[src/hdl/clkctl_pkg.sv]
/* Shared definitions of the core clock control block: register map,
   field positions, strap ratios, timing counts and bus carrier types.
   Assumes an AXI4-Lite master with 32-bit data and 8 address bits. */
package clkctl_pkg;
  // ==========================================================
  // Timing
  localparam int unsigned CLK_HZ      = 20_000_000;
  localparam int unsigned LOCK_CYCLES = 4096;
  localparam int          LOCK_W      = 16;

  // ==========================================================
  // Register map
  localparam int          ADDR_W    = 8;
  localparam logic [7:0]  OFS_CTRL  = 8'h00;
  localparam logic [7:0]  OFS_STAT  = 8'h04;
  localparam logic [7:0]  OFS_SPDIV = 8'h10;
  localparam int          NUM_SPORT = 6;
  localparam int          SPDIV_W   = 16;
  localparam logic [15:0] SPDIV_RST = 16'h0000;

  // ==========================================================
  // Control register fields
  localparam int MULT_LSB   = 0;
  localparam int MULT_W     = 6;
  localparam int DIV_LSB    = 6;
  localparam int INPUT_DIVIDER_BIT  = 8;
  localparam int POST_DIVIDER_ENABLE_BIT  = 9;
  localparam int CLKOUT_BIT = 12;
  localparam int BYP_BIT    = 15;
  localparam int SHDN_LSB   = 27;
  localparam int NUM_PERIPH = 4;
  localparam int PER_TIMER  = 0;
  localparam int PER_SPORT  = 1;
  localparam int PER_PPORT  = 2;
  localparam int PER_SPI    = 3;

  // ==========================================================
  // Status register fields
  localparam int ST_LOCK       = 0;
  localparam int ST_SEQERR     = 1;
  localparam int ST_PINS_LSB   = 2;
  localparam int ST_BYP        = 4;
  localparam int ST_PERIPH_LSB = 12;

  // ==========================================================
  // Strap ratios and bus answers
  localparam logic [5:0] STRAP_M00   = 6'h06;
  localparam logic [5:0] STRAP_M01   = 6'h20;
  localparam logic [5:0] STRAP_M10   = 6'h10;
  localparam logic [5:0] MULT_ONE    = 6'h01;
  localparam logic [4:0] DIV_ONE     = 5'h01;
  localparam logic [1:0] STRAP_TAKE  = 2'h2;
  localparam logic [1:0] RESP_OKAY   = 2'h0;
  localparam logic [1:0] RESP_SLVERR = 2'h2;

  typedef enum logic {PLL_LOCKING = 1'b0, PLL_RUNNING = 1'b1} pll_state_t;

  typedef struct packed {
    logic              awvalid;
    logic [ADDR_W-1:0] awaddr;
    logic              wvalid;
    logic [31:0]       wdata;
    logic [3:0]        wstrb;
    logic              bready;
    logic              arvalid;
    logic [ADDR_W-1:0] araddr;
    logic              rready;
  } axi_req_t;

  typedef struct packed {
    logic        awready;
    logic        wready;
    logic        bvalid;
    logic [1:0]  bresp;
    logic        arready;
    logic        rvalid;
    logic [31:0] rdata;
    logic [1:0]  rresp;
  } axi_rsp_t;
endpackage

[src/hdl/clock_power_control.sv]
/* Core clock and power control: ratio straps, multiplier and divisor
   programming with bypass, peripheral clock gates, serial port clock
   enables and input synchronisers. Assumes one 20 MHz clock, a
   synchronous reset and an AXI4-Lite master on the register port. */
`timescale 1ns/1ns

// Notes on behaviour
// - Synchronise async inputs through two flip-flops.
// - Power-up ratio from two straps: 32,16,6.
// - Software reprograms ratio through control register.
// - Core clock is input times M over N.
// - Six serial ports divide core clock independently.
// - Peripheral clocks off until initialised; gateable.
// - Divisor enable bit 9, divide-by-four bit 7.
// - Bypass bit sits at bit 15.
// - Clock-out versus reset-out select at bit 12.
// - SPI clock shutdown sits at bit 30.
// - Multiplier eight is bit 3 set.
// - Divisor enable always reads back zero.
// - Bypass runs core directly from input clock.
module clock_power_control
  import clkctl_pkg::*;
#(
  parameter int unsigned LOCK_CNT = LOCK_CYCLES,
  parameter int          SPORTS   = NUM_SPORT
) (
  input  wire logic                  CLK_I,
  input  wire logic                  RST_I,
  input  wire axi_req_t              AXI_REQ_I,
  output axi_rsp_t                   AXI_RSP_O,
  input  wire logic [1:0]            RATIO_SELECT_PINS_I,
  input  wire logic                  EXT_RESET_N_I,
  input  wire logic [2:0]            INTERRUPT_REQUEST_INPUTS_I,
  input  wire logic [11:0]           GENERAL_FLAG_INPUTS_I,
  input  wire logic [NUM_PERIPH-1:0] PERIPH_INIT_I,
  output logic [5:0]                 CORE_MULT_O,
  output logic [4:0]                 CORE_DIV_O,
  output logic                       CORE_BYPASS_O,
  output logic                       PLL_LOCKED_O,
  output logic                       CLKOUT_SELECT_O,
  output logic [NUM_PERIPH-1:0]      PERIPH_CLK_EN_O,
  output logic [SPORTS-1:0]          SPORT_CLK_EN_O,
  output logic                       EXT_RESET_N_O,
  output logic [2:0]                 IRQ_SYNC_O,
  output logic [11:0]                FLAG_SYNC_O
);
  // ==========================================================
  // Input synchronisers
  localparam int          SYN_W   = 18;
  localparam logic [17:0] SYN_RST = 18'h08000;
  localparam logic [LOCK_W-1:0] LOCK_LAST = LOCK_W'(LOCK_CNT - 1);

  logic [SYN_W-1:0] syn1_q;
  logic [SYN_W-1:0] syn2_q;
  logic [SYN_W-1:0] syn_d;

  // Pins are sampled in arbitrary phase; a late edge shows one cycle on.
  assign syn_d = {RATIO_SELECT_PINS_I, EXT_RESET_N_I,
                  INTERRUPT_REQUEST_INPUTS_I, GENERAL_FLAG_INPUTS_I};

  // Two stages; only the second stage is read by any logic.
  always_ff @(posedge CLK_I) begin
    if (RST_I) begin
      syn1_q <= SYN_RST;
      syn2_q <= SYN_RST;
    end else begin
      syn1_q <= syn_d;
      syn2_q <= syn1_q;
    end
  end

  assign FLAG_SYNC_O   = syn2_q[11:0];
  assign IRQ_SYNC_O    = syn2_q[14:12];
  assign EXT_RESET_N_O = syn2_q[15];

  // ==========================================================
  // Register state
  logic [5:0]            mult_q,     mult_d;
  logic [5:0]            app_mult_q, app_mult_d;
  logic [1:0]            divc_q,     divc_d;
  logic [1:0]            app_divc_q, app_divc_d;
  logic                  input_divider_q,    input_divider_d;
  logic                  app_input_divider_q, app_input_divider_d;
  logic                  clkout_q,   clkout_d;
  logic                  byp_q,      byp_d;
  logic                  seqerr_q,   seqerr_d;
  logic [NUM_PERIPH-1:0] shdn_q,     shdn_d;
  logic [NUM_PERIPH-1:0] pon_q,      pon_d;
  logic [NUM_PERIPH-1:0] pen_q,      pen_d;
  logic [1:0]            strap_q,    strap_d;
  logic [1:0]            pins_q,     pins_d;
  logic [LOCK_W-1:0]     lock_cnt_q, lock_cnt_d;
  pll_state_t            pll_q,      pll_d;
  logic [5:0]            core_mult_q, core_mult_d;
  logic [4:0]            core_div_q, core_div_d;
  logic [SPDIV_W-1:0]    spdiv_q [SPORTS];
  logic [SPDIV_W-1:0]    spdiv_d [SPORTS];

  // ==========================================================
  // Bus slave state
  logic              aw_have_q, aw_have_d;
  logic              w_have_q,  w_have_d;
  logic [ADDR_W-1:0] aw_addr_q, aw_addr_d;
  logic [31:0]       w_data_q,  w_data_d;
  logic [3:0]        w_strb_q,  w_strb_d;
  logic              bvalid_q,  bvalid_d;
  logic [1:0]        bresp_q,   bresp_d;
  logic              rvalid_q,  rvalid_d;
  logic [31:0]       rdata_q,   rdata_d;
  logic [1:0]        rresp_q,   rresp_d;
  logic              rd_ctrl_q, rd_ctrl_d;

  logic        awready, wready, arready;
  logic        aw_take, w_take, ar_take, wr_go;
  logic [31:0] ctrl_rd, stat_rd, old_word, wmask, wv;
  logic        wr_hit, wr_ctrl, wr_stat, strap_take, relock;

  function automatic logic [5:0] strap_mult(input logic [1:0] p);
    case (p)
      2'b01:   strap_mult = STRAP_M01;
      2'b10:   strap_mult = STRAP_M10;
      default: strap_mult = STRAP_M00;
    endcase
  endfunction

  function automatic logic sp_hit(input logic [7:0] a);
    logic [7:0] rel;
    rel = a - OFS_SPDIV;
    sp_hit = (a >= OFS_SPDIV) && (a[1:0] == 2'h0) &&
             (int'(rel[7:2]) < SPORTS);
  endfunction

  function automatic int sp_idx(input logic [7:0] a);
    logic [7:0] rel;
    rel = a - OFS_SPDIV;
    sp_idx = int'(rel[7:2]);
  endfunction

  // Readback words; the divisor enable is a strobe and never reads set.
  always_comb begin
    ctrl_rd = '0;
    ctrl_rd[MULT_LSB +: MULT_W]   = mult_q;
    ctrl_rd[DIV_LSB +: 2]         = divc_q;
    ctrl_rd[INPUT_DIVIDER_BIT]            = input_divider_q;
    ctrl_rd[POST_DIVIDER_ENABLE_BIT]            = 1'b0;
    ctrl_rd[CLKOUT_BIT]           = clkout_q;
    ctrl_rd[BYP_BIT]              = byp_q;
    ctrl_rd[SHDN_LSB +: NUM_PERIPH] = shdn_q;
    stat_rd = '0;
    stat_rd[ST_LOCK]              = (pll_q == PLL_RUNNING);
    stat_rd[ST_SEQERR]            = seqerr_q;
    stat_rd[ST_PINS_LSB +: 2]     = pins_q;
    stat_rd[ST_BYP]               = byp_q;
    stat_rd[ST_PERIPH_LSB +: NUM_PERIPH] = pen_q;
  end

  // Handshakes; a pending response blocks new writes until it is taken.
  always_comb begin
    awready  = !aw_have_q && !bvalid_q;
    wready   = !w_have_q && !bvalid_q;
    arready  = !rvalid_q;
    aw_take  = AXI_REQ_I.awvalid && awready;
    w_take   = AXI_REQ_I.wvalid && wready;
    ar_take  = AXI_REQ_I.arvalid && arready;
    wr_go    = aw_have_q && w_have_q && !bvalid_q;
    old_word = '0;
    if (aw_addr_q == OFS_CTRL) begin
      old_word = ctrl_rd;
    end else if (sp_hit(aw_addr_q)) begin
      old_word = 32'(spdiv_q[sp_idx(aw_addr_q)]);
    end
    for (int b = 0; b < 4; b++) begin
      wmask[8*b +: 8] = {8{w_strb_q[b]}};
    end
    wv      = (old_word & ~wmask) | (w_data_q & wmask);
    wr_ctrl = wr_go && (aw_addr_q == OFS_CTRL);
    wr_stat = wr_go && (aw_addr_q == OFS_STAT);
    wr_hit  = wr_ctrl || wr_stat || sp_hit(aw_addr_q);
  end

  // Bus next state; reads answer one cycle after the address is taken.
  always_comb begin
    aw_have_d = aw_have_q ? !wr_go : aw_take;
    w_have_d  = w_have_q ? !wr_go : w_take;
    aw_addr_d = aw_take ? AXI_REQ_I.awaddr : aw_addr_q;
    w_data_d  = w_take ? AXI_REQ_I.wdata : w_data_q;
    w_strb_d  = w_take ? AXI_REQ_I.wstrb : w_strb_q;
    bvalid_d  = bvalid_q ? !AXI_REQ_I.bready : wr_go;
    bresp_d   = bresp_q;
    if (wr_go) begin
      bresp_d = wr_hit ? RESP_OKAY : RESP_SLVERR;
    end
    rvalid_d  = rvalid_q ? !AXI_REQ_I.rready : ar_take;
    rdata_d   = rdata_q;
    rresp_d   = rresp_q;
    rd_ctrl_d = rd_ctrl_q;
    if (ar_take) begin
      rresp_d   = RESP_OKAY;
      rd_ctrl_d = (AXI_REQ_I.araddr == OFS_CTRL);
      if (AXI_REQ_I.araddr == OFS_CTRL) begin
        rdata_d = ctrl_rd;
      end else if (AXI_REQ_I.araddr == OFS_STAT) begin
        rdata_d = stat_rd;
      end else if (sp_hit(AXI_REQ_I.araddr)) begin
        rdata_d = 32'(spdiv_q[sp_idx(AXI_REQ_I.araddr)]);
      end else begin
        rdata_d = '0;
        rresp_d = RESP_SLVERR;
      end
    end
  end

  // Control next state: straps, programming, lock tracking and gates.
  always_comb begin
    strap_take  = (strap_q == STRAP_TAKE);
    strap_d     = (strap_q == 2'h3) ? strap_q : strap_q + 2'h1;
    pins_d      = strap_take ? syn2_q[17:16] : pins_q;
    mult_d      = mult_q;
    divc_d      = divc_q;
    input_divider_d     = input_divider_q;
    clkout_d    = clkout_q;
    byp_d       = byp_q;
    shdn_d      = shdn_q;
    app_divc_d  = app_divc_q;
    seqerr_d    = seqerr_q;
    spdiv_d     = spdiv_q;
    relock      = strap_take;
    if (strap_take) begin
      mult_d = strap_mult(syn2_q[17:16]);
    end
    if (wr_ctrl) begin
      mult_d   = wv[MULT_LSB +: MULT_W];
      divc_d   = wv[DIV_LSB +: 2];
      input_divider_d  = wv[INPUT_DIVIDER_BIT];
      clkout_d = wv[CLKOUT_BIT];
      byp_d    = wv[BYP_BIT];
      shdn_d   = wv[SHDN_LSB +: NUM_PERIPH];
      // A set divisor enable loads the post divider; it is not stored.
      if (wv[POST_DIVIDER_ENABLE_BIT]) begin
        app_divc_d = wv[DIV_LSB +: 2];
      end
      relock = relock || (mult_d != mult_q) || (input_divider_d != input_divider_q);
    end
    for (int i = 0; i < SPORTS; i++) begin
      if (wr_go && sp_hit(aw_addr_q) && sp_idx(aw_addr_q) == i) begin
        spdiv_d[i] = wv[SPDIV_W-1:0];
      end
    end
    // Misordered programming is flagged; a new error beats the clear.
    if (wr_stat && wv[ST_SEQERR]) begin
      seqerr_d = 1'b0;
    end
    if (wr_ctrl && (wv[BYP_BIT] != byp_q) && wv[POST_DIVIDER_ENABLE_BIT]) begin
      seqerr_d = 1'b1;
    end
    if (wr_ctrl && byp_q && !wv[BYP_BIT] && pll_q != PLL_RUNNING) begin
      seqerr_d = 1'b1;
    end
    pll_d      = pll_q;
    lock_cnt_d = lock_cnt_q;
    case (pll_q)
      PLL_LOCKING: begin
        if (lock_cnt_q == LOCK_LAST) begin
          pll_d = PLL_RUNNING;
        end else begin
          lock_cnt_d = lock_cnt_q + LOCK_W'(1);
        end
      end
      PLL_RUNNING: begin
        pll_d = PLL_RUNNING;
      end
      default: begin
        pll_d = PLL_LOCKING;
      end
    endcase
    if (relock) begin
      pll_d      = PLL_LOCKING;
      lock_cnt_d = '0;
    end
    // The loop ratio reaches the core only while bypassed or when the straps
    // are taken, so a change never glitches the running clock.
    app_mult_d  = (byp_q || strap_take) ? mult_d : app_mult_q;
    app_input_divider_d = (byp_q || strap_take) ? input_divider_d : app_input_divider_q;
    core_mult_d = byp_q ? MULT_ONE : app_mult_q;
    core_div_d  = byp_q ? DIV_ONE :
                  DIV_ONE << ({1'b0, app_divc_q} + {2'b00, app_input_divider_q});
    pon_d = pon_q | PERIPH_INIT_I;
    pen_d = pon_q & ~shdn_q;
  end

  always_ff @(posedge CLK_I) begin
    if (RST_I) begin
      aw_have_q <= 1'b0;
      w_have_q  <= 1'b0;
      aw_addr_q <= '0;
      w_data_q  <= '0;
      w_strb_q  <= '0;
      bvalid_q  <= 1'b0;
      bresp_q   <= RESP_OKAY;
      rvalid_q  <= 1'b0;
      rdata_q   <= '0;
      rresp_q   <= RESP_OKAY;
      rd_ctrl_q <= 1'b0;
      strap_q   <= '0;
      pins_q    <= '0;
      mult_q    <= STRAP_M00;
      app_mult_q <= STRAP_M00;
      divc_q    <= '0;
      app_divc_q <= '0;
      input_divider_q   <= 1'b0;
      app_input_divider_q <= 1'b0;
      clkout_q  <= 1'b0;
      byp_q     <= 1'b0;
      seqerr_q  <= 1'b0;
      shdn_q    <= '0;
      pon_q     <= '0;
      pen_q     <= '0;
      pll_q     <= PLL_LOCKING;
      lock_cnt_q <= '0;
      core_mult_q <= STRAP_M00;
      core_div_q <= DIV_ONE;
      for (int i = 0; i < SPORTS; i++) begin
        spdiv_q[i] <= SPDIV_RST;
      end
    end else begin
      aw_have_q <= aw_have_d;
      w_have_q  <= w_have_d;
      aw_addr_q <= aw_addr_d;
      w_data_q  <= w_data_d;
      w_strb_q  <= w_strb_d;
      bvalid_q  <= bvalid_d;
      bresp_q   <= bresp_d;
      rvalid_q  <= rvalid_d;
      rdata_q   <= rdata_d;
      rresp_q   <= rresp_d;
      rd_ctrl_q <= rd_ctrl_d;
      strap_q   <= strap_d;
      pins_q    <= pins_d;
      mult_q    <= mult_d;
      app_mult_q <= app_mult_d;
      divc_q    <= divc_d;
      app_divc_q <= app_divc_d;
      input_divider_q   <= input_divider_d;
      app_input_divider_q <= app_input_divider_d;
      clkout_q  <= clkout_d;
      byp_q     <= byp_d;
      seqerr_q  <= seqerr_d;
      shdn_q    <= shdn_d;
      pon_q     <= pon_d;
      pen_q     <= pen_d;
      pll_q     <= pll_d;
      lock_cnt_q <= lock_cnt_d;
      core_mult_q <= core_mult_d;
      core_div_q <= core_div_d;
      spdiv_q   <= spdiv_d;
    end
  end

  // ==========================================================
  // Serial port clock enables
  // Each port divides the core rate by its own setting plus one.
  for (genvar i = 0; i < SPORTS; i++) begin : g_sport
    logic [SPDIV_W-1:0] cnt_q, cnt_d;
    logic               tick_q, tick_d;
    always_comb begin
      cnt_d  = cnt_q + SPDIV_W'(1);
      tick_d = 1'b0;
      if (!pen_q[PER_SPORT]) begin
        cnt_d = '0;
      end else if (cnt_q >= spdiv_q[i]) begin
        cnt_d  = '0;
        tick_d = 1'b1;
      end
    end
    always_ff @(posedge CLK_I) begin
      if (RST_I) begin
        cnt_q  <= '0;
        tick_q <= 1'b0;
      end else begin
        cnt_q  <= cnt_d;
        tick_q <= tick_d;
      end
    end
    assign SPORT_CLK_EN_O[i] = tick_q;
  end

  // Outputs, all from flip-flops except the bus handshakes.
  always_comb begin
    AXI_RSP_O         = '0;
    AXI_RSP_O.awready = awready;
    AXI_RSP_O.wready  = wready;
    AXI_RSP_O.bvalid  = bvalid_q;
    AXI_RSP_O.bresp   = bresp_q;
    AXI_RSP_O.arready = arready;
    AXI_RSP_O.rvalid  = rvalid_q;
    AXI_RSP_O.rdata   = rdata_q;
    AXI_RSP_O.rresp   = rresp_q;
  end
  assign CORE_MULT_O     = core_mult_q;
  assign CORE_DIV_O      = core_div_q;
  assign CORE_BYPASS_O   = byp_q;
  assign PLL_LOCKED_O    = (pll_q == PLL_RUNNING);
  assign CLKOUT_SELECT_O = clkout_q;
  assign PERIPH_CLK_EN_O = pen_q;

  // ==========================================================
  // Assertions
  property p_sync;
    @(posedge CLK_I) disable iff (RST_I)
      !$past(RST_I) && !$past(RST_I, 2) |->
        IRQ_SYNC_O == $past(INTERRUPT_REQUEST_INPUTS_I, 2);
  endproperty
  a_sync: assert property (p_sync) else $error("sync lag");

  property p_strap;
    @(posedge CLK_I) disable iff (RST_I)
      strap_q == STRAP_TAKE && !wr_ctrl |=>
        mult_q == strap_mult($past(syn2_q[17:16]));
  endproperty
  a_strap: assert property (p_strap) else $error("strap");

  property p_ratio;
    @(posedge CLK_I) disable iff (RST_I)
      !$past(byp_q) |-> CORE_MULT_O == $past(app_mult_q) &&
        CORE_DIV_O == (DIV_ONE << ({1'b0, $past(app_divc_q)} +
                                   {2'b00, $past(app_input_divider_q)}));
  endproperty
  a_ratio: assert property (p_ratio) else $error("ratio");

  property p_bypass;
    @(posedge CLK_I) disable iff (RST_I)
      $past(byp_q) |-> CORE_MULT_O == MULT_ONE && CORE_DIV_O == DIV_ONE;
  endproperty
  a_bypass: assert property (p_bypass) else $error("bypass");

  property p_hold;
    @(posedge CLK_I) disable iff (RST_I)
      !byp_q && strap_q != STRAP_TAKE |=> $stable(app_mult_q);
  endproperty
  a_hold: assert property (p_hold) else $error("ratio moved");

  property p_divrd;
    @(posedge CLK_I) disable iff (RST_I)
      rvalid_q && rd_ctrl_q |-> !rdata_q[POST_DIVIDER_ENABLE_BIT];
  endproperty
  a_divrd: assert property (p_divrd) else $error("post_divider_enable read");

  property p_div4;
    @(posedge CLK_I) disable iff (RST_I)
      wr_ctrl && w_strb_q[1:0] == 2'h3 && w_data_q[POST_DIVIDER_ENABLE_BIT] &&
        w_data_q[DIV_LSB +: 2] == 2'h2 |=> app_divc_q == 2'h2;
  endproperty
  a_div4: assert property (p_div4) else $error("div code");

  property p_byp_bit;
    @(posedge CLK_I) disable iff (RST_I)
      wr_ctrl && w_strb_q[1] |=> byp_q == $past(w_data_q[BYP_BIT]);
  endproperty
  a_byp_bit: assert property (p_byp_bit) else $error("byp bit");

  property p_clkout;
    @(posedge CLK_I) disable iff (RST_I)
      wr_ctrl && w_strb_q[1] |=>
        CLKOUT_SELECT_O == $past(w_data_q[CLKOUT_BIT]);
  endproperty
  a_clkout: assert property (p_clkout) else $error("clkout");

  property p_spi;
    @(posedge CLK_I) disable iff (RST_I)
      wr_ctrl && w_strb_q[3] && w_data_q[SHDN_LSB + PER_SPI] |=>
        ##1 !PERIPH_CLK_EN_O[PER_SPI];
  endproperty
  a_spi: assert property (p_spi) else $error("spi gate");

  property p_pgate;
    @(posedge CLK_I) disable iff (RST_I)
      PERIPH_CLK_EN_O[PER_TIMER] |-> $past(pon_q[PER_TIMER]);
  endproperty
  a_pgate: assert property (p_pgate) else $error("early clock");

  property p_m8;
    @(posedge CLK_I) disable iff (RST_I)
      wr_ctrl && w_strb_q[0] && w_data_q[5:0] == 6'h08 |=> mult_q == 6'h08;
  endproperty
  a_m8: assert property (p_m8) else $error("mult eight");
endmodule

[config.mk]
export PLATFORM = sky130hd
export DESIGN_NAME = clock_power_control
export DESIGN_NICKNAME = d
export VERILOG_FILES = /design/src/hdl/clkctl_pkg.sv /design/src/hdl/clock_power_control.sv
export SDC_FILE = /design/constraint.sdc
export NUM_CORES = 1
export LEC_CHECK = 0
export BUFFER_PORTS_ARGS = -buffer_cell sky130_fd_sc_hd__clkbuf_2
export CORE_MARGIN = 2
export CORE_UTILIZATION = 60
export DETAILED_ROUTE_END_ITERATION = 8
export PLACE_DENSITY = 0.8
export SLEW_MARGIN = 20
export SYNTH_ARGS = -nofsm -noshare
export SYNTH_HDL_FRONTEND = slang
export SYNTH_SLANG_ARGS = --single-unit
export TNS_END_PERCENT = 5
[constraint.sdc]
create_clock -name CLK_I -period 5.46 [get_ports CLK_I]
set_input_delay 0 -clock CLK_I [delete_from_list [all_inputs] [get_ports CLK_I]]
set_output_delay 0 -clock CLK_I [all_outputs]
set_load 0.02 [all_outputs]
; ---- After elaboration in Yosys (flattened, before gate mapping)
; Cells that the tools add are included.
[totals]
regBits = 382
latch_bits = 0
ramBits = 0
rom_bits = 0
output_inout_bits = 81
mem_count = 0
[classes]
add_sub_neg = 11
mul = 0
div = 0
magnitude_cmp = 12
eq_ne = 15
shifts = 1
muxes = 36
n_bitwise = 12
reduce_logical = 56
[ops]
columns = op, count
row1 = 16-bit by 1-bit adder with 16-bit output (second input constant), 7
row2 = 16-bit 2-to-1 mux, 7
row3 = 16-bit binary-select mux with 3-bit select, 2
row4 = 16-bit greater-or-equal comparator, 6
row5 = 32-bit by 4-bit greater-or-equal comparator with 1-bit output (second input constant), 2
row6 = 6-bit NOT with 32-bit output, 2
row7 = 31-bit AND, 2
row8 = 31-bit 2-to-1 mux, 2
row9 = 31-bit NOT, 1
row10 = 31-bit bitwise OR, 1
row11 = 1-bit logical AND, 26
row12 = 3-bit OR reduction, 6
row13 = 16-bit by 12-bit == test with 1-bit output (second input constant), 1
row14 = 8-bit by 3-bit == test with 1-bit output (second input constant), 2
row15 = 8-bit by 5-bit greater-or-equal comparator with 1-bit output (second input constant), 2
row16 = 8-bit logical NOT, 2
row17 = 1-bit 2-to-1 mux, 16
row18 = 8-bit by 5-bit subtractor with 8-bit output (second input constant), 2
row19 = 6-bit by 3-bit == test with 1-bit output (second input constant), 2
row20 = 6-bit by 4-bit == test with 1-bit output (second input constant), 2
row21 = 6-bit by 3-bit < comparator with 1-bit output (second input constant), 2
row22 = 6-bit 2-to-1 mux, 2
row23 = 6-bit one-hot mux with 2 select lines, 1
row24 = 1-bit logical NOT, 8
row25 = other kinds (21), 37

; ---- Logic depth before layout (Yosys ltp)
; Gate-level depths: netlist (run 1).
[logic_depth]
ltp_word = 14
ltp_mapped = 12
mapped_depth_nobuf = 9

; ---- Worst setup path before layout (run 1)
; No wires, ideal clock.
[synth_timing]
path_type = register to register
from = register aw_addr_q[4]
to = register seqerr_q
t_arrival_ns = 2.478
t_required_ns = 5.376
setup_slack_ns = 2.897
stages_incl_launch_ff = 12
period_less_slack_ns = 2.563
path_cell_list = dfxtp_1 > buf_2 > inv_1 > ha_1 > a211oi_2 > nand2_2 > or4_1 > buf_2 > o21ai_4 > o21ai_1 > o21a_1 > o31ai_2
[synth_between]
elab_chain_len = 14
[synth_lines]
columns = element, line_no
row1 = "start, declared", clock_power_control.sv:103  ; logic [ADDR_W-1:0] aw_addr_q, aw_addr_d;
row2 = "start signal, assigned", clock_power_control.sv:328  ; aw_addr_q <= aw_addr_d;
row3 = 8-bit by 5-bit subtractor with 8-bit output, "clock_power_control.sv:128, clock_power_control.sv:135"
row4 = 6-bit NOT with 32-bit output (implied by the code), clock_power_control.sv:170  ; old_word = 32'(spdiv_q[sp_idx(aw_addr_q)]);
row5 = 16-bit binary-select mux with 3-bit select, clock_power_control.sv:170
row6 = 16-bit 2-to-1 mux (implied by the code) (2 in a row), clock_power_control.sv:170
row7 = 16-bit 2-to-1 mux, clock_power_control.sv:169  ; end else if (sp_hit(aw_addr_q)) begin
row8 = 31-bit 2-to-1 mux, clock_power_control.sv:167  ; if (aw_addr_q == OFS_CTRL) begin
row9 = 31-bit AND, clock_power_control.sv:175  ; wv = (old_word & ~wmask) | (w_data_q & wmask);
row10 = 31-bit bitwise OR, clock_power_control.sv:175
row11 = 1-bit inequality test, clock_power_control.sv:253  ; if (wr_ctrl && (wv[BYP_BIT] != byp_q) && wv[POST_DIVIDER_ENABLE_BIT]) begin
row12 = 1-bit logical AND (2 in a row), clock_power_control.sv:253
row13 = 1-bit 2-to-1 mux, clock_power_control.sv:253
row14 = 1-bit 2-to-1 mux, clock_power_control.sv:256  ; if (wr_ctrl && byp_q && !wv[BYP_BIT] && pll_q != PLL_RUNNING) begin
row15 = "end signal, assigned", clock_power_control.sv:347  ; seqerr_q <= seqerr_d;
row16 = "end, declared", clock_power_control.sv:86  ; logic seqerr_q, seqerr_d;
; Several ways; a longest one is shown, not always the timed one. The select of a mux whose other input is x is not followed.
; A chain may end at the register's enable or synchronous reset.

; ---- Final worst setup path (run 1)
[layout_timing]
from = register aw_addr_q[4]
to = register spdiv_q[86] (netlist name)
[layout_between]
elab_chain_len = 9
[layout_lines]
columns = element, line_no
row1 = 8-bit by 5-bit subtractor with 8-bit output, "clock_power_control.sv:128, clock_power_control.sv:135"
row2 = 6-bit NOT with 32-bit output (implied by the code), clock_power_control.sv:170
row3 = 16-bit binary-select mux with 3-bit select, clock_power_control.sv:170
row4 = 16-bit 2-to-1 mux (implied by the code) (2 in a row), clock_power_control.sv:170
row5 = 16-bit 2-to-1 mux, clock_power_control.sv:169
row6 = 31-bit 2-to-1 mux, clock_power_control.sv:167
row7 = 31-bit AND, clock_power_control.sv:175
row8 = 31-bit bitwise OR, clock_power_control.sv:175
row9 = "end signal, assigned", clock_power_control.sv:355  ; spdiv_q <= spdiv_d;
row10 = "end, declared", clock_power_control.sv:96  ; logic [SPDIV_W-1:0] spdiv_q [SPORTS];
; Several ways; a longest one is shown, not always the timed one. The select of a mux whose other input is x is not followed.

==> results of run 1 <==
## per-layer routing
layer  global-route usage  vias to the layer above
li1                     -                     7439
met1               0.4027                     7473
met2               0.5336                      808
met3              0.06293                      235
met4               0.1522                        0
met5                    0                        -
## final cells by class
type | instances | area (sq um)
well taps | 390 | 488.0
inverters | 133 | 499.2
fillers | 2141 | 8813
clock buffers | 55 | 1139
flip-flops and latches | 356 | 7128
clock inverters | 13 | 221.5
diodes | 1 | 2.502
repair buffers | 231 | 1619
multi-input cells | 1457 | 9649
## power by group through the flow
| stage | registers, mW | clock network (mW) | logic [mW] |
|---|---|---|---|
| final | 2.73 | 2.81 | 0.503 |
| after global routing | 2.73 | 2.93 | 0.536 |
| after CTS | 2.72 | 2.83 | 0.480 |
| after detailed placement | 2.78 | 0 | 0.426 |
| after global placement | 2.78 | 0 | 0.413 |
| after floorplan | 2.77 | 0 | 0.321 |
## worst min path at each step
stage,start,end,slack [ns]
2_1_floorplan,AXI_REQ_I[0],rvalid_q$_SDFF_PP0_,0.10
3_3_place_gp,AXI_REQ_I[0],rvalid_q$_SDFF_PP0_,0.19
3_5_place_dp,EXT_RESET_N_I,syn1_q[15]$_SDFF_PP1_,0.19
4_1_cts,AXI_REQ_I[9],rdata_q[27]$_SDFFE_PP0P_,0.05
5_1_grt,AXI_REQ_I[9],rdata_q[29]$_SDFFE_PP0P_,0.13
6_report,AXI_REQ_I[9],rdata_q[27]$_SDFFE_PP0P_,0.07
## repair_timing
action | CTS | global route
endpoints found under the hold margin | 86 | 0
buffers inserted | 0 | 0
hold buffers | 84 | 0
## layout by cell type (no fill, tap or decap), drive strengths merged, types with 6 or more instances in the layout
cell type    instances
a22oi               32
dfxtp              356
o31ai                6
o221ai               7
bufinv               6
nor2b               42
nand4               28
a2111oi             31
nor3                30
a21oi              139
nand3               71
conb                14
a211oi              48
inv                134
and3                25
mux4                27
nand2b              15
a21o                37
xor2                63
and2                14
a22o                 6
nand2              222
mux2i               49
buf                 14
clkbuf             188
o211ai              10
dlygate4sd3         84
ha                 114
o21ai               70
xnor2               43
nor3b                6
nor2               240
## worst max-delay path, stage by stage, from the launching register on
cell	delay (ns)
dfxtp_1	0.87
inv_1	0.27
ha_1	0.34
a211oi_2	0.25
nand2_2	0.15
nor2_1	0.69
nand3_1	0.20
nor3_1	0.92
nand2_1	0.15
a21oi_1	0.17
## state kept, by name, summed over array words and instances, names as in the netlist, 2 cells and up
register	cells
rdata_q	20
pon_q	4
mult_q	6
g_sport.cnt_q	96
CORE_DIV_O	5
CORE_MULT_O	6
w_strb_q	3
spdiv_q	96
w_data_q	20
strap_q	2
PERIPH_CLK_EN_O	4
pins_q	2
g_sport.tick_q	6
app_mult_q	6
syn2_q	18
syn1_q	18
app_divc_q	2
lock_cnt_q	16
shdn_q	4
aw_addr_q	8
divc_q	2
## cell families (layout without fill, tap and decap cells)
kind of cell             Yosys count  in the layout
buffers and inverters            280            432
other                              1             15
adder cells (fa/ha/maj)          114            114
flip-flops                       356            356
AND/OR/NAND/NOR                  719            719
AO/OA/AOI/OAI                    423            423
multiplexers                      81             81
XOR/XNOR                         106            106
## metrics by stage
step           hold WS [ns]  utilization  instances
2_1_floorplan        0.1001            -       2093
3_3_place_gp         0.1861       0.6265       2482
3_5_place_dp         0.1877       0.6268       2483
4_1_cts             0.05229       0.7013       2635
5_1_grt              0.1256       0.7018       2635
6_report            0.07082       0.7018       2636
==> out/results.txt, run 1 <==
Tcrit/Tclk final -> 0.7535
Main area contributors after synthesis -> dfxtp_1 (40%), ha_1 (7.9%), nor2_1 (5.0%), nand2_1 (4.6%), a21oi_1 (3.8%)
Status -> complete, but fails checks
Critical path type -> reg -> reg
Total GRT Usage -> 0.3218
RR Startpoint -> aw_addr_q[4]$_SDFFE_PP0P_
Tot Pwr -> 6.042 mW
Pre-CTS setup slack -> 1.581 ns
Setup TNS -> 0 ns
Synth Cell Area -> 17960 sq um
R2R Path End -> spdiv_q[86]$_SDFFE_PP0P_
Post-synth EDFFs -> 0
CTS tree -> done
Clock Sinks -> 356
Placer Congestion -> 0.9343
Area Growth Syn to Fin -> 15.51%
WP data arrival -> 4.57 ns
Failing checks -> DRC
Largest family of logic cells by synthesized area -> simple AND/OR/NAND/NOR gates
Port Buf Inserts -> 134
RSZ-0062 raised after global routing -> no
Share of the synthesized area in the top cell type -> 0.3968
Die Ht -> 177.0 um
I/O Pins -> 162
Hold-critical path depth -> 4
Slew headroom -> 0.2236
Met2 Wirelength -> 23710 um
Initial antenna violation count -> 1
Setup violators final -> 0
Metal3 WL -> 4366 um
H-tree lvl count -> 2
Final worst slack -> 1.346 ns
Die X -> 177.0 um
Top-count cell post-synth -> dfxtp_1
Drt total wl -> 50450 um
Post-synth top area cell -> dfxtp_1
Final Max Tran Viols -> 0
Peak supply drop -> 0.3497 mV
Post-synthesis mux area share -> 0.06430
Min Tclk post-route -> 4.114 ns
CP startpoint kind -> register
Slew @ Worst Pin -> 1.156 ns
Required time of the critical path -> 5.91 ns
Async SR Flop Fraction -> 0
FF-to-FF path depth -> 9
Final Hold Viols -> 0
# nets final -> 2413
DR iter-0 viols -> 1550
Cells after Synth -> 2080
Critical path capture point -> spdiv_q[86]$_SDFFE_PP0P_
Seq/Total Area, Yosys -> 0.3968
First-pass GRT wire length -> 81240 um
Vias in the first global route -> 15667
P_int -> 4.592 mW
Post-Synth Adder-Cell Area -> 0.07941
Average wire per standard cell -> 19.14 um
Highest metal used -> met4
Pwr Density -> 291.2 nW/um^2
Peak Freq -> 243.1 MHz
Synth Area per Inst -> 8.635 sq um
DP HPWL -> 33380 um
Hold WC Path Type -> in -> reg
CP Capture Type -> register
CTS root buf -> clkbuf_16
Synth cell count leaders -> dfxtp_1 (356), nor2_1 (239), nand2_1 (221)
Clock Tree Buf Depth -> 3
Part of the power in the clock network -> 0.466
Vias after detailed routing -> 15955
Fraction of layout cells with a size suffix above 1 -> 0.1171
Final ANT Viol Nets -> 0
Crit path from -> aw_addr_q[4]$_SDFFE_PP0P_
Primary FF master, synth -> dfxtp_1
Flop pwr share -> 0.451
Syn. warnings -> 0
Crit Path Max Fanout -> 22
Sw Ratio -> 0.2400
Logic pwr share -> 0.083
Xor/xnor share of the synthesized area -> 0.05169
Simple-gate share of the synthesized area -> 0.1825
Gr ovfl total -> 0
Compound-cell area share of the yosys netlist -> 0.1553
Synth unique cells -> 73
Maximum capacitance violations -> 0
Core area -> 29560 sq um
Post-route DRC violation count -> 2
Reg2reg setup slack -> 1.35 ns
Finished Cell Area -> 20750 sq um
DR pass1 iterations -> 9
Cts repair resizes -> 0
Vias/cell -> 6.053
Placed cell area -> 18530 sq um
Clk_lat worst skew -> 0.53 ns
Leak -> 8.106 nW
#FFs+latches synth -> 356
Clock slew at reported path FFs -> 0.06 ns
Net Sw Power -> 1.450 mW
Total CTS buffers -> 39
Worst clock skew -> 0.01760 ns
Die area -> 31330 sq um
Row count -> 63
Largest net degree at the start of global routing -> 93
Wl on met1 -> 19760 um
Starting Density -> 0.6076
Note: power is estimated with default switching activity, not from simulation.
==> run 2, diff against run 1 <==
CORE_UTILIZATION = 54   (was 60)
PLACE_DENSITY = 0.76   (was 0.8)
clock period = 3.4 ns   (was 5.46 ns; I/O delays follow)
==> out/results.txt, run 2 (synthesized netlist as in run 1, its figures left out) <==
Status -> complete, no violations (was complete, but fails checks)
Most common cell after layout, fill and taps aside -> dfxtp_1 (unchanged)
Final ANT Viol Nets -> 0 (unchanged)
Fraction of layout cells with a size suffix above 1 -> 0.1250 (was 0.1171)
Clock Sinks -> 356 (unchanged)
Die X -> 186.4 um (was 177.0 um)
Row count -> 66 (was 63)
Final Hold Viols -> 0 (unchanged)
DR pass1 iterations -> 6 (was 9)
Clock slew at reported path FFs -> 0.06 ns (about the same)
Port Buf Inserts -> 134 (unchanged)
Metal3 WL -> 3828 um (was 4366 um)
Die Ht -> 186.4 um (was 177.0 um)
Peak supply drop -> 0.4135 mV (was 0.3497 mV)
Post-CTS setup buffer count -> 0 (unchanged)
Slew headroom -> 0.2462 (was 0.2236)
Starting Density -> 0.5506 (was 0.6076)
I/O Pins -> 162 (unchanged)
Min Tclk post-route -> 3.018 ns (was 4.114 ns)
Leak -> 8.184 nW (was 8.106 nW)
Vias after detailed routing -> 15710 (was 15955)
Gr ovfl total -> 0 (unchanged)
Met2 Wirelength -> 24000 um (was 23710 um)
Highest metal used -> met5 (was met4)
First-pass GRT wire length -> 80910 um (was 81240 um)
CTS tree -> done (unchanged)
Setup TNS -> 0 ns (unchanged)
Tcrit/Tclk final -> 0.8877 (was 0.7535)
Critical path type -> reg -> reg (unchanged)
Maximum capacitance violations -> 0 (unchanged)
Slowest stage cell, crit path -> o21ai_1 (was nor3_1)
Part of the power in the clock network -> 0.466 (about the same)
Tot Pwr -> 9.710 mW (was 6.042 mW)
Top flop regs -> g_sport.cnt_q (96), spdiv_q (96) (unchanged)
Core area -> 32620 sq um (was 29560 sq um)
Total GRT Usage -> 0.2856 (was 0.3218)
Total CTS buffers -> 39 (unchanged)
Multi-input logic area -> 9653 sq um (was 9649 sq um)
Average wire per standard cell -> 18.81 um (was 19.14 um)
CTS root buf -> clkbuf_16 (unchanged)
Wl on met1 -> 20560 um (was 19760 um)
Fill cells -> 2617 (was 2141)
Largest net degree at the start of global routing -> 163 (was 93)
Clk_lat worst skew -> 0.55 ns (was 0.53 ns)
Register Area -> 7128 sq um (unchanged)
Pwr Density -> 463.7 nW/um^2 (was 291.2 nW/um^2)
CP top delay family -> compound AO/OA/AOI/OAI gates (was simple AND/OR/NAND/NOR gates)
Peak Freq -> 331.3 MHz (was 243.1 MHz)
Drt total wl -> 50910 um (was 50450 um)
Placer Congestion -> 0.9315 (was 0.9343)
Final Max Tran Viols -> 0 (unchanged)
H-tree lvl count -> 2 (unchanged)
Initial antenna violation count -> 1 (unchanged)
Worst path buffer plus inverter count -> 2 (was 1)
Required time of the critical path -> 3.85 ns (was 5.91 ns)
# nets final -> 2429 (was 2413)
Logic pwr share -> 0.083 (about the same)
DP HPWL -> 34370 um (was 33380 um)
Worst clock skew -> 0.01616 ns (was 0.01760 ns)
WP data arrival -> 3.47 ns (was 4.57 ns)
Sw Ratio -> 0.2456 (was 0.2400)
Cell breakdown of the critical path -> inv_1 > ha_1 > a211oi_2 > nand2_2 > nor2_1 > buf_4 > a22oi_1 > o21ai_1 > mux2i_1 > a211oi_1 (was inv_1 > ha_1 > a211oi_2 > nand2_2 > nor2_1 > nand3_1 > nor3_1 > nand2_1 > a21oi_1)
Cts repair resizes -> 0 (unchanged)
Hold WC Path Type -> in -> reg (unchanged)
Vias in the first global route -> 15445 (was 15667)
Crit Path Max Fanout -> 8 (was 22)
Clock Tree Buf Depth -> 3 (unchanged)
Pre-CTS setup slack -> 0.5046 ns (was 1.581 ns)
DR iter-0 viols -> 1023 (was 1550)
Slew @ Worst Pin -> 1.126 ns (was 1.156 ns)
Post-route DRC violation count -> 0 (was 2)
Highest-count cells in the layout ignoring fill and taps -> dfxtp_1 (355), nor2_1 (239), nand2_1 (221), a21oi_1 (138) (was dfxtp_1 (355), nor2_1 (238), nand2_1 (221), a21oi_1 (138))
Net Sw Power -> 2.385 mW (was 1.450 mW)
P_int -> 7.325 mW (was 4.592 mW)
Final worst slack -> 0.3817 ns (was 1.346 ns)
Die area -> 34740 sq um (was 31330 sq um)
Setup violators final -> 0 (unchanged)
Vias/cell -> 5.803 (was 6.053)
CP startpoint kind -> register (unchanged)
Worst path max stage delay -> 0.53 ns (was 0.92 ns)
Flop pwr share -> 0.451 (about the same)
CP Capture Type -> register (unchanged)
RSZ-0062 raised after global routing -> no (unchanged)
Area Growth Syn to Fin -> 16.58% (was 15.51%)
==> run 2: changes by cell type in the layout (fill, tap and decap cells not counted), sizes merged <==
| cell | previous run | this run |
|---|---|---|
| clkbuf | 188 | 186 |
| dlygate4sd3 | 84 | 83 |
| buf | 14 | 31 |
| clkinvlp | 1 | 0 |
| clkinv | 5 | 7 |
| inv | 134 | 138 |
==> run 2: cell type report <==
type                            instances  area share
Clock buffer                           53     0.05199
Clock inverter                         18     0.01285
Timing Repair Buffer                  247     0.08336
Tap cell                              442     0.02641
Antenna cell                            1   0.0001195
Sequential cell                       356      0.3404
Multi-Input combinational cell       1457      0.4610
Inverter                              133     0.02384
==> run 2: metal layers <==
layer  vias to the layer above  GRT usage
li1                       7471          -
met1                      7430     0.3536
met2                       619     0.4765
met3                       188    0.05492
met4                         2     0.1425
met5                         -          0
==> run 2: path summary, 6_finish.rpt <==
path,startpoint,end,slack [ns],depth (start not counted)
worst max register to register,aw_addr_q[4]$_SDFFE_PP0P_,app_input_divider_q$_SDFFE_PP0P_,0.38,10
worst min-delay path,AXI_REQ_I[9],rdata_q[28]$_SDFFE_PP0P_,0.07,4
worst min register to register,syn1_q[15]$_SDFF_PP1_,syn2_q[15]$_SDFF_PP1_,0.41,1
worst max-delay path,aw_addr_q[4]$_SDFFE_PP0P_,app_input_divider_q$_SDFFE_PP0P_,0.38,10
==> run 2: worst register-to-register path, delay by kind of cell, from the launching register on <==
family | cells | cell delay, ns
simple gates | 2 | 0.51
mux | 1 | 0.30
flops | 1 | 0.34
compound gates | 4 | 1.18
fa+ha+maj | 1 | 0.27
buf+inv | 2 | 0.33
==> run 2: what timing repair did <==
action                                  CTS  global route
hold buffers                             83             0
endpoints found under the setup margin    0             0
hold endpoints to repair                 90             0
==> run 2: power by group through the flow <==
| stage | Combinational (mW) | Sequential (mW) | Clock, mW |
|---|---|---|---|
| after CTS | 0.788 | 4.38 | 4.53 |
| after floorplan | 0.515 | 4.45 | 0 |
| after global routing | 0.876 | 4.39 | 4.71 |
| after detailed placement | 0.703 | 4.47 | 0 |
| after global placement | 0.683 | 4.46 | 0 |
| final | 0.807 | 4.38 | 4.52 |
==> run 2: per-stage QoR <==
step / instances / hold slack, ns / util / instance area, sq um
after global routing: 2706 / 0.1235 / 0.6418 / 20940
after CTS: 2706 / 0.05834 / 0.6413 / 20920
final: 2707 / 0.07003 / 0.6419 / 20940
after floorplan: 2093 / 0.1001 / - / 18010
after detailed placement: 2552 / 0.1843 / 0.5742 / 18730
after global placement: 2551 / 0.1830 / 0.5740 / 18720
